--- src/core/rccs_defs.vh ---
// constants for the remote common command interpreter
`ifndef RCCS_DEFS_VH
`define RCCS_DEFS_VH

// command op codes
`define RCCS_OP_CLS      4'h0
`define RCCS_OP_ESE      4'h1
`define RCCS_OP_ESE_Q    4'h2
`define RCCS_OP_ESR_Q    4'h3
`define RCCS_OP_IDN_Q    4'h4
`define RCCS_OP_OPC      4'h5
`define RCCS_OP_OPC_Q    4'h6
`define RCCS_OP_RCL      4'h7
`define RCCS_OP_RST      4'h8
`define RCCS_OP_SAV      4'h9
`define RCCS_OP_SET_NUM  4'ha
`define RCCS_OP_SET_BOOL 4'hb

// parameter ranges
`define RCCS_ESE_MAX     40'h00000000ff
`define RCCS_SLOT_MAX    40'h0000000009
`define RCCS_SLOT_MIN    40'h0000000001

// event status bit positions
`define RCCS_ESR_OPC     0
`define RCCS_ESR_EXE     4
`define RCCS_ESR_CME     5

// status byte bit positions
`define RCCS_STB_EAV     2
`define RCCS_STB_MAV     4
`define RCCS_STB_ESB     5

// reset values
`define RCCS_ESE_RST     8'h00
`define RCCS_NUM_RST     40'h0000000000
`define RCCS_BOOL_RST    1'b0

// below ten nano units (in pico units) the step is one pico unit
`define RCCS_FINE_LIM    48'h000000002710
`define RCCS_DECADE      48'h00000000000a

// identification fields, eight characters each; values are arbitrary
`define RCCS_IDN_MAKER   "GENMAKER"
`define RCCS_IDN_MODEL   "AMP00001"
`define RCCS_IDN_SERIAL  "00000000"
`define RCCS_IDN_VER     "REV00.00"
`define RCCS_IDN_LEN     6'h23

`define RCCS_CH_COMMA    8'h2c
`define RCCS_CH_SEMI     8'h3b
`define RCCS_CH_ZERO     8'h30

`endif

--- src/core/rccs_quant.v ---
// numeric setting quantiser: four significant digits, fine step below ten nano
`timescale 1ns/1ps
`default_nettype none
`include "rccs_defs.vh"

module rccs_quant (
	// clock and reset
	input  wire        clk_sys,
	input  wire        arst_n,
	// request
	input  wire        start,
	input  wire [39:0] value_in,
	// result
	output reg         done,
	output reg  [39:0] value_out
);
	localparam [1:0] Q_IDLE  = 2'h0;
	localparam [1:0] Q_SCALE = 2'h1;
	localparam [1:0] Q_ROUND = 2'h2;

	reg  [1:0]  state_r;
	reg  [47:0] v_r;
	reg  [47:0] p_r;
	reg  [47:0] lim_r;
	wire [47:0] rem;
	wire [47:0] rounded;

	// step p_r is 1 below the fine limit, so small values pass unchanged
	assign rem     = v_r % p_r; // [RQ13]
	assign rounded = (v_r - rem) + (((rem << 1) >= p_r) ? p_r : 48'h0);

	always @(posedge clk_sys or negedge arst_n) begin
		if (!arst_n) begin
			state_r   <= Q_IDLE;
			v_r       <= 48'h0;
			p_r       <= 48'h1;
			lim_r     <= `RCCS_FINE_LIM;
			done      <= 1'b0;
			value_out <= 40'h0;
		end else begin
			done <= 1'b0;
			case (state_r)
			Q_IDLE: begin
				if (start) begin
					v_r     <= {8'h00, value_in};
					p_r     <= 48'h1;
					lim_r   <= `RCCS_FINE_LIM;
					state_r <= Q_SCALE;
				end
			end
			Q_SCALE: begin
				// widen the step one decade until four digits remain [RQ13]
				if (v_r >= lim_r) begin
					p_r   <= p_r * `RCCS_DECADE;
					lim_r <= lim_r * `RCCS_DECADE;
				end else begin
					state_r <= Q_ROUND;
				end
			end
			Q_ROUND: begin
				value_out <= rounded[39:0];
				done      <= 1'b1;
				state_r   <= Q_IDLE;
			end
			default: begin
				state_r <= Q_IDLE;
			end
			endcase
		end
	end
endmodule
`default_nettype wire

--- src/core/rccs_cmd.v ---
// remote common command interpreter with status, identification and setup slots
// Functional notes
// RQ1: commands run one at a time; a new one is taken only after the last has finished.
// RQ2: the clear command empties status byte, event status, operation event and error queue.
// RQ3: the enable command loads the event enable register with 0 to 255; its query returns it.
// RQ4: the event enable register is zero at power-on and is left alone by the reset command.
// RQ5: the event status query returns the register and then clears it.
// RQ6: identification answers four comma-separated text fields without quotation marks.
// RQ7: the completion command sets the completion bit once earlier commands have finished.
// RQ8: the completion query answers 1 once earlier commands have finished.
// RQ9: recall takes slot 0 to 9 and loads the settings held there.
// RQ10: slot 0 always holds the power-on settings.
// RQ11: save stores the settings into slot 1 to 9; slot 0 is not a save target.
// RQ12: the reset command restores initial settings and leaves excluded registers untouched.
// RQ13: numeric settings keep four significant digits, with a one pico step below ten nano.
// RQ14: values of one answer are split by commas, answers in one message by semicolons.
// RQ15: a boolean value of zero means off and any other value means on.
// RQ16: an out-of-range parameter changes nothing and records an error.
`timescale 1ns/1ps
`default_nettype none
`include "rccs_defs.vh"

module rccs_cmd (
	// clock and reset
	input  wire        clk_sys,
	input  wire        arst_n,
	// command port
	input  wire        cmd_valid,
	input  wire [3:0]  cmd_op,
	input  wire [39:0] cmd_arg,
	input  wire        cmd_first,
	output reg         cmd_ready,
	// response byte stream
	output reg         rsp_valid,
	output reg  [7:0]  rsp_byte,
	output reg         rsp_last,
	input  wire        rsp_ready,
	// instrument events
	input  wire [7:0]  esr_evt,
	input  wire [15:0] oper_evt,
	// status view
	output reg  [7:0]  ese_val,
	output reg  [7:0]  esr_val,
	output reg  [15:0] oper_val,
	output reg  [7:0]  stb_val,
	output reg  [3:0]  err_count,
	// instrument settings
	output reg  [39:0] set_num,
	output reg         set_bool
);
	localparam [1:0] S_IDLE = 2'h0;
	localparam [1:0] S_EXEC = 2'h1;
	localparam [1:0] S_SEND = 2'h2;
	localparam [1:0] S_QWT  = 2'h3;

	reg  [1:0]   state_r;
	reg  [3:0]   op_r;
	reg  [39:0]  arg_r;
	reg          first_r;
	reg          ans_r;
	reg  [287:0] rvec_r;
	reg  [5:0]   rem_r;
	reg  [40:0]  cfg_mem [0:9];
	integer      i;

	// exec decode
	reg          esr_clr;
	reg  [7:0]   esr_set;
	reg          err_inc;
	reg          clr_all;
	reg  [7:0]   num_src;
	reg          is_query;
	wire         exec;
	wire         slot_ok_rcl;
	wire         slot_ok_sav;
	wire         q_done;
	wire [39:0]  q_out;

	// response build
	wire [7:0]   d2;
	wire [7:0]   d1;
	wire [7:0]   d0;
	wire [279:0] num_vec;
	wire [5:0]   num_len;
	wire [279:0] idn_vec;
	wire [279:0] pay_vec;
	wire [5:0]   pay_len;
	wire         sep;
	wire [287:0] full_vec;
	wire [5:0]   full_len;

	assign exec        = (state_r == S_EXEC);
	assign slot_ok_rcl = (arg_r <= `RCCS_SLOT_MAX);
	assign slot_ok_sav = (arg_r >= `RCCS_SLOT_MIN) && (arg_r <= `RCCS_SLOT_MAX);

	always @* begin
		esr_clr  = 1'b0;
		esr_set  = 8'h00;
		err_inc  = 1'b0;
		clr_all  = 1'b0;
		num_src  = 8'h00;
		is_query = 1'b0;
		if (exec) begin
			case (op_r)
			`RCCS_OP_CLS: begin
				clr_all = 1'b1; // [RQ2]
			end
			`RCCS_OP_ESE: begin
				if (arg_r > `RCCS_ESE_MAX) begin
					esr_set[`RCCS_ESR_EXE] = 1'b1; // [RQ16]
					err_inc = 1'b1;
				end
			end
			`RCCS_OP_ESE_Q: begin
				num_src  = ese_val; // [RQ3]
				is_query = 1'b1;
			end
			`RCCS_OP_ESR_Q: begin
				num_src  = esr_val;
				esr_clr  = 1'b1; // [RQ5]
				is_query = 1'b1;
			end
			`RCCS_OP_IDN_Q: begin
				is_query = 1'b1;
			end
			`RCCS_OP_OPC: begin
				esr_set[`RCCS_ESR_OPC] = 1'b1; // [RQ7]
			end
			`RCCS_OP_OPC_Q: begin
				num_src  = 8'h01; // [RQ8]
				is_query = 1'b1;
			end
			`RCCS_OP_RCL: begin
				if (!slot_ok_rcl) begin
					esr_set[`RCCS_ESR_EXE] = 1'b1; // [RQ16]
					err_inc = 1'b1;
				end
			end
			`RCCS_OP_SAV: begin
				if (!slot_ok_sav) begin
					esr_set[`RCCS_ESR_EXE] = 1'b1; // [RQ11]
					err_inc = 1'b1;
				end
			end
			`RCCS_OP_RST, `RCCS_OP_SET_NUM, `RCCS_OP_SET_BOOL: begin
				is_query = 1'b0;
			end
			default: begin
				esr_set[`RCCS_ESR_CME] = 1'b1;
				err_inc = 1'b1;
			end
			endcase
		end
	end

	// decimal answer without leading zeros
	assign d2 = `RCCS_CH_ZERO + (num_src / 8'd100);
	assign d1 = `RCCS_CH_ZERO + ((num_src / 8'd10) % 8'd10);
	assign d0 = `RCCS_CH_ZERO + (num_src % 8'd10);
	assign num_vec = (num_src >= 8'd100) ? {d2, d1, d0, 256'h0} :
	                 (num_src >= 8'd10)  ? {d1, d0, 264'h0} : {d0, 272'h0};
	assign num_len = (num_src >= 8'd100) ? 6'h3 : (num_src >= 8'd10) ? 6'h2 : 6'h1;

	// identification fields split by commas, no quotation marks [RQ6]
	assign idn_vec = {`RCCS_IDN_MAKER, `RCCS_CH_COMMA, `RCCS_IDN_MODEL, `RCCS_CH_COMMA,
	                  `RCCS_IDN_SERIAL, `RCCS_CH_COMMA, `RCCS_IDN_VER};
	assign pay_vec = (op_r == `RCCS_OP_IDN_Q) ? idn_vec : num_vec;
	assign pay_len = (op_r == `RCCS_OP_IDN_Q) ? `RCCS_IDN_LEN : num_len;

	// a later answer in the same message is led by a semicolon [RQ14]
	assign sep      = ans_r && !first_r;
	assign full_vec = sep ? {`RCCS_CH_SEMI, pay_vec} : {pay_vec, 8'h00};
	assign full_len = pay_len + {5'h0, sep};

	rccs_quant u_quant (
		.clk_sys   (clk_sys),
		.arst_n    (arst_n),
		.start     (exec && (op_r == `RCCS_OP_SET_NUM)),
		.value_in  (arg_r),
		.done      (q_done),
		.value_out (q_out)
	);

	always @(posedge clk_sys or negedge arst_n) begin
		if (!arst_n) begin
			state_r   <= S_IDLE;
			op_r      <= 4'h0;
			arg_r     <= 40'h0;
			first_r   <= 1'b0;
			ans_r     <= 1'b0;
			rvec_r    <= 288'h0;
			rem_r     <= 6'h0;
			cmd_ready <= 1'b1;
			rsp_valid <= 1'b0;
			rsp_byte  <= 8'h00;
			rsp_last  <= 1'b0;
			ese_val   <= `RCCS_ESE_RST; // [RQ4]
			esr_val   <= 8'h00;
			oper_val  <= 16'h0;
			stb_val   <= 8'h00;
			err_count <= 4'h0;
			set_num   <= `RCCS_NUM_RST;
			set_bool  <= `RCCS_BOOL_RST;
			for (i = 0; i < 10; i = i + 1) begin
				cfg_mem[i] <= {`RCCS_BOOL_RST, `RCCS_NUM_RST}; // [RQ10]
			end
		end else begin
			// sticky events; a new event wins over a clear in the same cycle
			esr_val  <= ((esr_clr || clr_all) ? 8'h00 : esr_val) | esr_evt | esr_set; // [RQ5]
			oper_val <= (clr_all ? 16'h0 : oper_val) | oper_evt; // [RQ2]
			if (clr_all) begin
				err_count <= err_inc ? 4'h1 : 4'h0;
			end else if (err_inc && (err_count != 4'hf)) begin
				err_count <= err_count + 4'h1; // [RQ16]
			end
			stb_val <= 8'h00;
			stb_val[`RCCS_STB_EAV] <= (err_count != 4'h0);
			stb_val[`RCCS_STB_MAV] <= rsp_valid;
			stb_val[`RCCS_STB_ESB] <= |(esr_val & ese_val);

			case (state_r)
			S_IDLE: begin
				if (cmd_valid && cmd_ready) begin
					op_r      <= cmd_op;
					arg_r     <= cmd_arg;
					first_r   <= cmd_first;
					cmd_ready <= 1'b0; // [RQ1]
					state_r   <= S_EXEC;
				end
			end
			S_EXEC: begin
				if (first_r) begin
					ans_r <= 1'b0;
				end
				case (op_r)
				`RCCS_OP_ESE: begin
					if (arg_r <= `RCCS_ESE_MAX) begin
						ese_val <= arg_r[7:0]; // [RQ3]
					end
				end
				`RCCS_OP_RCL: begin
					if (slot_ok_rcl) begin
						{set_bool, set_num} <= cfg_mem[arg_r[3:0]]; // [RQ9]
					end
				end
				`RCCS_OP_SAV: begin
					if (slot_ok_sav) begin
						cfg_mem[arg_r[3:0]] <= {set_bool, set_num}; // [RQ11]
					end
				end
				`RCCS_OP_RST: begin
					// the enable register and setup slots are excluded [RQ12]
					set_num  <= `RCCS_NUM_RST;
					set_bool <= `RCCS_BOOL_RST;
				end
				`RCCS_OP_SET_BOOL: begin
					set_bool <= (arg_r != 40'h0); // [RQ15]
				end
				default: begin
					set_bool <= set_bool;
				end
				endcase
				if (op_r == `RCCS_OP_SET_NUM) begin
					state_r <= S_QWT;
				end else if (is_query) begin
					ans_r     <= 1'b1;
					rsp_valid <= 1'b1;
					rsp_byte  <= full_vec[287:280];
					rsp_last  <= (full_len == 6'h1);
					rvec_r    <= full_vec << 8;
					rem_r     <= full_len;
					state_r   <= S_SEND;
				end else begin
					cmd_ready <= 1'b1; // [RQ1]
					state_r   <= S_IDLE;
				end
			end
			S_QWT: begin
				if (q_done) begin
					set_num   <= q_out; // [RQ13]
					cmd_ready <= 1'b1;
					state_r   <= S_IDLE;
				end
			end
			S_SEND: begin
				if (rsp_ready) begin
					if (rem_r == 6'h1) begin
						rsp_valid <= 1'b0;
						rsp_last  <= 1'b0;
						cmd_ready <= 1'b1; // [RQ1]
						state_r   <= S_IDLE;
					end else begin
						rsp_byte <= rvec_r[287:280];
						rvec_r   <= rvec_r << 8;
						rsp_last <= (rem_r == 6'h2);
						rem_r    <= rem_r - 6'h1;
					end
				end
			end
			default: begin
				state_r <= S_IDLE;
			end
			endcase
		end
	end
endmodule
`default_nettype wire

--- config.mk ---
export PLATFORM = sky130hd
export DESIGN_NAME = rccs_cmd
export DESIGN_NICKNAME = d
export VERILOG_FILES = /design/src/core/rccs_quant.v /design/src/core/rccs_cmd.v
export VERILOG_INCLUDE_DIRS = /design/src /design/src/core
export SDC_FILE = /design/constraint.sdc
export NUM_CORES = 2
export LEC_CHECK = 0
export BUFFER_PORTS_ARGS = -buffer_cell sky130_fd_sc_hd__clkbuf_2
export CORE_ASPECT_RATIO = 0.5
export CORE_MARGIN = 2
export CORE_UTILIZATION = 36
export CTS_CLUSTER_DIAMETER = 200
export DETAILED_ROUTE_END_ITERATION = 6
export HOLD_SLACK_MARGIN = 0.08
export PLACE_DENSITY = 0.59
export SYNTH_ARGS = -nofsm -noshare
export SYNTH_HDL_FRONTEND = slang
export SYNTH_SLANG_ARGS = --single-unit
--- constraint.sdc ---
create_clock -name clk_sys -period 194.3 [get_ports clk_sys]
set_input_delay 0 -clock clk_sys [delete_from_list [all_inputs] [get_ports clk_sys]]
set_output_delay 0 -clock clk_sys [all_outputs]
set_load 0.005 [all_outputs]
# Word-level counts from Yosys, hierarchy flattened
# Cells that the tools add are included.
[word_totals]
register_bits = 1022
input_bits = 73
output_inout_bits = 96
elab_cells = 228
[classes]
add_sub_neg = 8
n_mul = 2
n_div = 5
order_cmp = 10
n_eq_ne = 34
n_mux = 95
bitwise = 5
n_reduce_logical = 35
[op_table]
columns = ["op", "n"]
rows = [
  ["288-bit 2-to-1 mux", 5],
  ["280-bit 2-to-1 mux", 3],
  ["288-bit case mux with 2 select lines", 1],
  ["410-bit bitwise mux", 1],
  ["48-bit 2-to-1 mux", 4],
  ["48-bit case mux with 2 select lines", 2],
  ["41-bit binary-select mux with 4-bit select", 1],
  ["41-bit demux with 4-bit select", 1],
  ["40-bit case mux with 2 select lines", 2],
  ["41-bit 2-to-1 mux", 3],
  ["40-bit 2-to-1 mux", 3],
  ["48-bit by 3-bit multiplier with 47-bit output (second input constant)", 2],
  ["40-bit by 48-bit greater-or-equal comparator with 1-bit output", 1],
  ["48-bit greater-or-equal comparator", 1],
  ["40-bit by 48-bit remainder unit with 48-bit output", 1],
  ["8-bit 2-to-1 mux", 6],
  ["40-bit adder", 1],
  ["40-bit by 1-bit greater-or-equal comparator with 1-bit output (second input constant)", 1],
  ["40-bit by 8-bit > comparator with 1-bit output (second input constant)", 1],
  ["40-bit by 4-bit less-or-equal comparator with 1-bit output (second input constant)", 1],
  ["40-bit by 8-bit less-or-equal comparator with 1-bit output (second input constant)", 1],
  ["40-bit nonzero test", 1],
  ["40-bit subtractor", 1],
  ["1-bit 2-to-1 mux", 33],
  ["other kinds (58)", 117],
]

# Logic depth before layout (Yosys ltp)
[depth]
depth_word = 13
depth_mapped = 697
ltp_nobuf = 627

# Cells and area by module
# From an unflattened synthesis, not the netlist that was laid out.
[unflattened]
hier_cells = 14541
area_unflattened_um2 = 115613.4
[by_module_without_submodules]
columns = ["mod", "instances", "cells_per_inst", "area_per_inst_um2", "seq_area_each_um2"]
rows = [
  ["rccs_quant", 1, 11540, 80753.7, 4285.4],
  ["rccs_cmd", 1, 3001, 34859.7, 19194.7],
]

# Worst setup path after synthesis
# No wires, ideal clock.
[synth_path]
kind = "reg2reg"
start = "register u_quant.p_r[0]"
end = "register u_quant.value_out[39]"
setup_time_ns = 0.135
t_arrival_ns = 136.810
t_required_ns = 194.165
slack_ns = 57.356
path_stages_with_launch = 643
path_buffers = 91
synth_period_minus_slack_ns = 136.944
cell_sequence = "dfstp_2 inv_1 ha_1 o21a_1 o311a_1 mux2_2 and3_1 ha_1 o211ai_1 a211o_1 a211oi_1 ha_1 a21oi_1 a21oi_1 nor2_1 or3_1 buf_2 mux2_2 (+607 left out) a211oi_1 a211oi_1 nand4_1 a311oi_1 nor2_1 a211o_1 o21bai_1 a21oi_1 nor2b_1 o21ai_0 nand2b_1 a21o_1 a21oi_1 o21bai_1 a21oi_1 xnor2_1 xnor2_1 o21ai_0"
[synth_via]
elab_chain_len = 4
word_cells_on_any_way = 5
cone_classes = "add/sub: 2; div: 1; order compare: 1; mux: 1"
[synth_rtl]
columns = ["item", "line", "source"]
rows = [
  ["start: declaration", "rccs_quant.v:23", "reg [47:0] p_r;"],
  ["start signal: assignment", "rccs_quant.v:54", "p_r <= p_r * `RCCS_DECADE;"],
  ["40-bit by 48-bit remainder unit with 48-bit output", "rccs_quant.v:29", "assign rem = v_r % p_r;"],
  ["48-bit greater-or-equal comparator", "rccs_quant.v:30", "assign rounded = (v_r - rem) + (((rem << 1) >= p_r) ? p_r : 48'h0);"],
  ["40-bit 2-to-1 mux", "rccs_quant.v:30", ""],
  ["40-bit adder (*)", "rccs_quant.v:30", ""],
  ["end signal: assignment", "rccs_quant.v:61", "value_out <= rounded[39:0];"],
  ["end: declaration", "rccs_quant.v:15", "output reg [39:0] value_out"],
]
# Mark *: on every way between the ends. The rest lies on a longest branch, timed or not.
# A chain may end at the register's enable or synchronous reset.

# Worst setup path after layout
[layout_path]
start = "register u_quant.p_r[42]"
end = "register u_quant.value_out[39]"
# Same word-level chain as after synthesis.

==> impl_metrics.xml <==
<?xml version="1.0" encoding="UTF-8"?>
<metrics>
  <group name="global_routing">
    <metric name="grt_pass1_vias" unit="">106206</metric>
    <metric name="grt-ovfl-total" unit="">0</metric>
    <metric name="grt_pass1_wl" unit="um">688500</metric>
    <metric name="initial_antenna_violation_count" unit="">26</metric>
    <metric name="pin_count_of_the_biggest_net_entering_global_routing" unit="">267</metric>
    <metric name="global_route.usage.total" unit="%">28.10</metric>
  </group>
  <group name="cts">
    <metric name="cts-buffers-inserted" unit="">99</metric>
    <metric name="postCtsHoldBufs" unit="">151</metric>
    <metric name="worst_setup_hold_path_clk_slew" unit="ns">0.07</metric>
    <metric name="cts.repair.resized" unit="">0</metric>
    <metric name="tritoncts_clock_tree" unit="">yes</metric>
    <metric name="ctsLongestPathBuffers" unit="">3</metric>
    <metric name="clkLatencyLatePin" unit="ns">0.79</metric>
    <metric name="cts_sinks" unit="">938</metric>
    <metric name="cts-htree-levels" unit="">3</metric>
    <metric name="post_cts_buffers" unit="">0</metric>
    <metric name="cts_root_buf" unit="">sky130_fd_sc_hd__clkbuf_16</metric>
  </group>
  <group name="cells_and_area">
    <metric name="footprint_of_the_multi_input_gates" unit="mm2">0.08609</metric>
    <metric name="fillCellCount" unit="">32044</metric>
    <metric name="final-seq-area" unit="mm2">0.02349</metric>
    <metric name="synthToLayoutAreaGrowth" unit="%">9.734</metric>
    <metric name="drive_above_1_share" unit="%">10.44</metric>
    <metric name="count_of_nets_after_finishing" unit="">15873</metric>
  </group>
  <group name="sta">
    <metric name="finalCritPeriodShare" unit="%">82.73</metric>
    <metric name="tns" unit="ns">0</metric>
    <metric name="relSlewSlack" unit="%">-6.457</metric>
    <metric name="timing.final.crit_period" unit="ns">160.75</metric>
    <metric name="timing.final.hold_violations" unit="">0</metric>
    <metric name="finalSetupViolCount" unit="">0</metric>
    <metric name="rsz0062_at_grt" unit="">false</metric>
    <metric name="achievable_clock_frequency" unit="MHz">6.221</metric>
    <metric name="worst_slew_pin_slew" unit="ns">1.582</metric>
    <metric name="report.final.slew_viol_count" unit="">4</metric>
    <metric name="clock_skew" unit="ns">0.09168</metric>
  </group>
  <group name="synthesis">
    <metric name="synth_area_per_cell" unit="um2">7.963</metric>
    <metric name="synth_seq_cells" unit="">938</metric>
    <metric name="mappedNetlistArea" unit="mm2">0.1134</metric>
    <metric name="synth-simple-area-share" unit="%">19.17</metric>
    <metric name="synth-async-reset-ratio" unit="%">100.0</metric>
    <metric name="yosysWarningCount" unit="">0</metric>
    <metric name="ys_dominant_reg_cell" unit="">sky130_fd_sc_hd__dfrtp_1</metric>
    <metric name="compound_cell_area_share_of_the_yosys_netlist" unit="%">22.96</metric>
    <metric name="synth_top_cell_by_area" unit="">sky130_fd_sc_hd__dfrtp_1</metric>
    <metric name="synth_edf_count" unit="">0</metric>
    <metric name="yosys.area_share.adder" unit="%">17.13</metric>
    <metric name="post-synth-top-area-fraction" unit="%">20.57</metric>
    <metric name="netlist_instances" unit="">14238</metric>
    <metric name="synthTopCellsByArea" unit="">sky130_fd_sc_hd__dfrtp_1, sky130_fd_sc_hd__ha_1, sky130_fd_sc_hd__mux2_2</metric>
    <metric name="yosysUniqueCellTypes" unit="">106</metric>
    <metric name="synth_top_family_by_area" unit="">compound AO/OA/AOI/OAI gates</metric>
    <metric name="yosysSeqAreaShare" unit="%">20.71</metric>
    <metric name="synth_xor_area_share" unit="%">7.655</metric>
    <metric name="synthMuxAreaShare" unit="%">8.570</metric>
  </group>
  <group name="setup_path">
    <metric name="crit_top_cell" unit="">sky130_fd_sc_hd__a21oi_1</metric>
    <metric name="crit_fanout" unit="">54</metric>
    <metric name="worstPathArrival" unit="ns">161.31</metric>
    <metric name="crit_path_top_delay_cell" unit="">sky130_fd_sc_hd__a31oi_1</metric>
    <metric name="r2r_setup_slk" unit="ns">33.55</metric>
    <metric name="worst_path_class_setup" unit="">reg -&gt; reg</metric>
    <metric name="worst-r2r-cell-count" unit="">581</metric>
    <metric name="timing.critical_path.slowest_cell_delay" unit="ns">1.13</metric>
    <metric name="rr_startpoint" unit="">u_quant.p_r[42]</metric>
    <metric name="critical_path.endpoint_type" unit="">flop</metric>
    <metric name="critPathLaunchType" unit="">flop</metric>
    <metric name="capture_point_of_the_worst_reg_to_reg_path" unit="">u_quant.value_out[39]</metric>
    <metric name="worstPathRequired" unit="ns">194.87</metric>
  </group>
  <group name="drt">
    <metric name="post-route-drc-count" unit="">4</metric>
    <metric name="drtIter0Drc" unit="">11342</metric>
    <metric name="wl" unit="um">467500</metric>
    <metric name="wl_per_cell" unit="um">25.20</metric>
    <metric name="num_vias" unit="">110813</metric>
    <metric name="vias_per_cell" unit="">5.973</metric>
    <metric name="final_antenna_net_count" unit="">0</metric>
    <metric name="drt_pass1_iterations" unit="">7</metric>
  </group>
  <group name="die">
    <metric name="chipWidth" unit="um">797.7</metric>
    <metric name="design.core.area" unit="mm2">0.3128</metric>
    <metric name="io_pins" unit="">169</metric>
    <metric name="dieHeight" unit="um">400.8</metric>
    <metric name="rows" unit="">145</metric>
    <metric name="start_util" unit="%">36.25</metric>
    <metric name="die_footprint" unit="mm2">0.3197</metric>
  </group>
  <group name="outcome">
    <metric name="outcome" unit="">finished with violations</metric>
    <metric name="failed_checks" unit="">DRC, capacitance limit, slew limit</metric>
  </group>
  <group name="min_path">
    <metric name="min_delay_path_depth" unit="">3</metric>
    <metric name="min_from" unit="">cmd_arg[4]</metric>
    <metric name="min_path_type" unit="">in -&gt; reg</metric>
    <metric name="min_delay_worst_endpoint" unit="">arg_r[4]</metric>
  </group>
  <group name="placed_design">
    <metric name="place.port_buffers" unit="">163</metric>
    <metric name="gp_routability_congestion" unit="">1.056</metric>
    <metric name="dp_hpwl" unit="um">357000</metric>
  </group>
  <group name="run">
    <metric name="max-cap-violations" unit="">1</metric>
  </group>
</metrics>
state kept, by name (all words and copies together) (netlist names), 2 cells and up:
register           flops
err_count              4
arg_r                 40
u_quant.value_out     40
u_quant.p_r           48
cfg_mem              410
esr_val                8
rsp_byte               8
u_quant.state_r        2
oper_val              16
rem_r                  6
op_r                   4
set_num               40
u_quant.v_r           40
ese_val                8
rvec_r               212
state_r                2
stb_val                3
u_quant.lim_r         40
how the worst max path moves through the flow:
stage,startpoint,endpoint,slack [ns],cells after the start
after CTS,u_quant.p_r[42],u_quant.value_out[39],37.47,587
after global placement,u_quant.p_r[39],u_quant.value_out[39],40.22,590
after floorplan,u_quant.p_r[0],u_quant.value_out[39],57.36,642
after global routing,u_quant.p_r[42],u_quant.value_out[39],22.24,590
after detailed placement,u_quant.p_r[39],u_quant.value_out[39],38.10,587
final,u_quant.p_r[42],u_quant.value_out[39],33.55,581
cells in the mapped netlist (all sizes together) (38+ instances only):
cell type	number
and3	91
o21ai	1024
nor2	1223
a21oi	1119
mux4	82
fa	42
nand3	440
o21bai	119
nand4	121
a21o	494
clkbuf	516
a221oi	56
xor2	406
o31ai	89
o22ai	38
or3	101
inv	504
o211ai	99
or2	70
ha	1484
nand2b	174
buf	121
nor4	70
mux2	586
dfrtp	932
nand2	1656
nor3	359
and2	101
a21boi	51
a211oi	71
nor2b	219
xnor2	585
mux2i	127
a31oi	151
o21a	302
a22oi	101
through the flow:
step / worst slack [ns] / utilization [%] / instances / hold slack, ns / instance area (um2)
floorplan: 57.36 / - / 14250 / -0.2956 / 113400
global placement: 40.22 / 38.19 / 18211 / 0.1329 / 119400
detailed placement: 38.10 / 38.19 / 18211 / 0.1402 / 119400
CTS: 37.47 / 39.77 / 18539 / 0.08261 / 124400
global route: 22.24 / 39.77 / 18539 / 0.09989 / 124400
finish: 33.55 / 39.78 / 18553 / 0.1140 / 124400
layout make-up:
type	instances	share of cell area, %
multi-input cells	12170	69.19
flip-flops and latches	938	18.88
well taps	4189	4.213
repair buffers	560	3.417
clock buffers	127	2.188
inverters	505	1.528
clock inverters	50	0.5521
diodes	14	0.02816
critical path, delay by kind of cell (launching register included):
family	cells	cell delay, ns
buffers and inverters	39	10.26
adder cells (fa/ha/maj)	48	15.66
AND/OR/NAND/NOR	150	34.98
multiplexers	11	3.92
flip-flops	1	0.54
AO/OA/AOI/OAI	331	94.12
XOR/XNOR	2	0.41
logic make-up (layout without fill, tap and decap cells):
group                    Yosys count  after routing
buffers and inverters           1142           1242
flip-flops                       938            938
adder cells (fa/ha/maj)         1527           1527
AO/OA/AOI/OAI                   4103           4103
other                              1             27
multiplexers                     795            795
XOR/XNOR                         991            991
AND/OR/NAND/NOR                 4741           4741
cells in the final DEF (no fill, tap or decap), drive strengths merged, types with 119 or more instances in the layout:
cell,count
a21o,494
a21oi,1119
a31oi,151
buf,248
clkbuf,289
dfrtp,932
dlygate4sd3,150
ha,1484
inv,501
mux2,586
mux2i,127
nand2,1656
nand2b,174
nand3,440
nand4,121
nor2,1223
nor2b,219
nor3,359
o21a,302
o21ai,1024
o21bai,119
xnor2,585
xor2,406
metal layers:
| layer | global-route usage (%) | share of wire, % | vias to the layer above | routed length [um] |
|---|---|---|---|---|
| li1 | - | - | 51699 | - |
| met2 | 44.15 | 43 | 4462 | 203100 |
| met4 | 13.72 | 5.8 | 14 | 26980 |
| met5 | 0 | 0.020 | - | 95 |
| met1 | 37.12 | 43 | 53566 | 199300 |
| met3 | 5.149 | 8.2 | 1072 | 38140 |
Power is left out: the tool's default activity adds up to more than one toggle a clock period on the data nets, which glitch-free logic cannot reach.
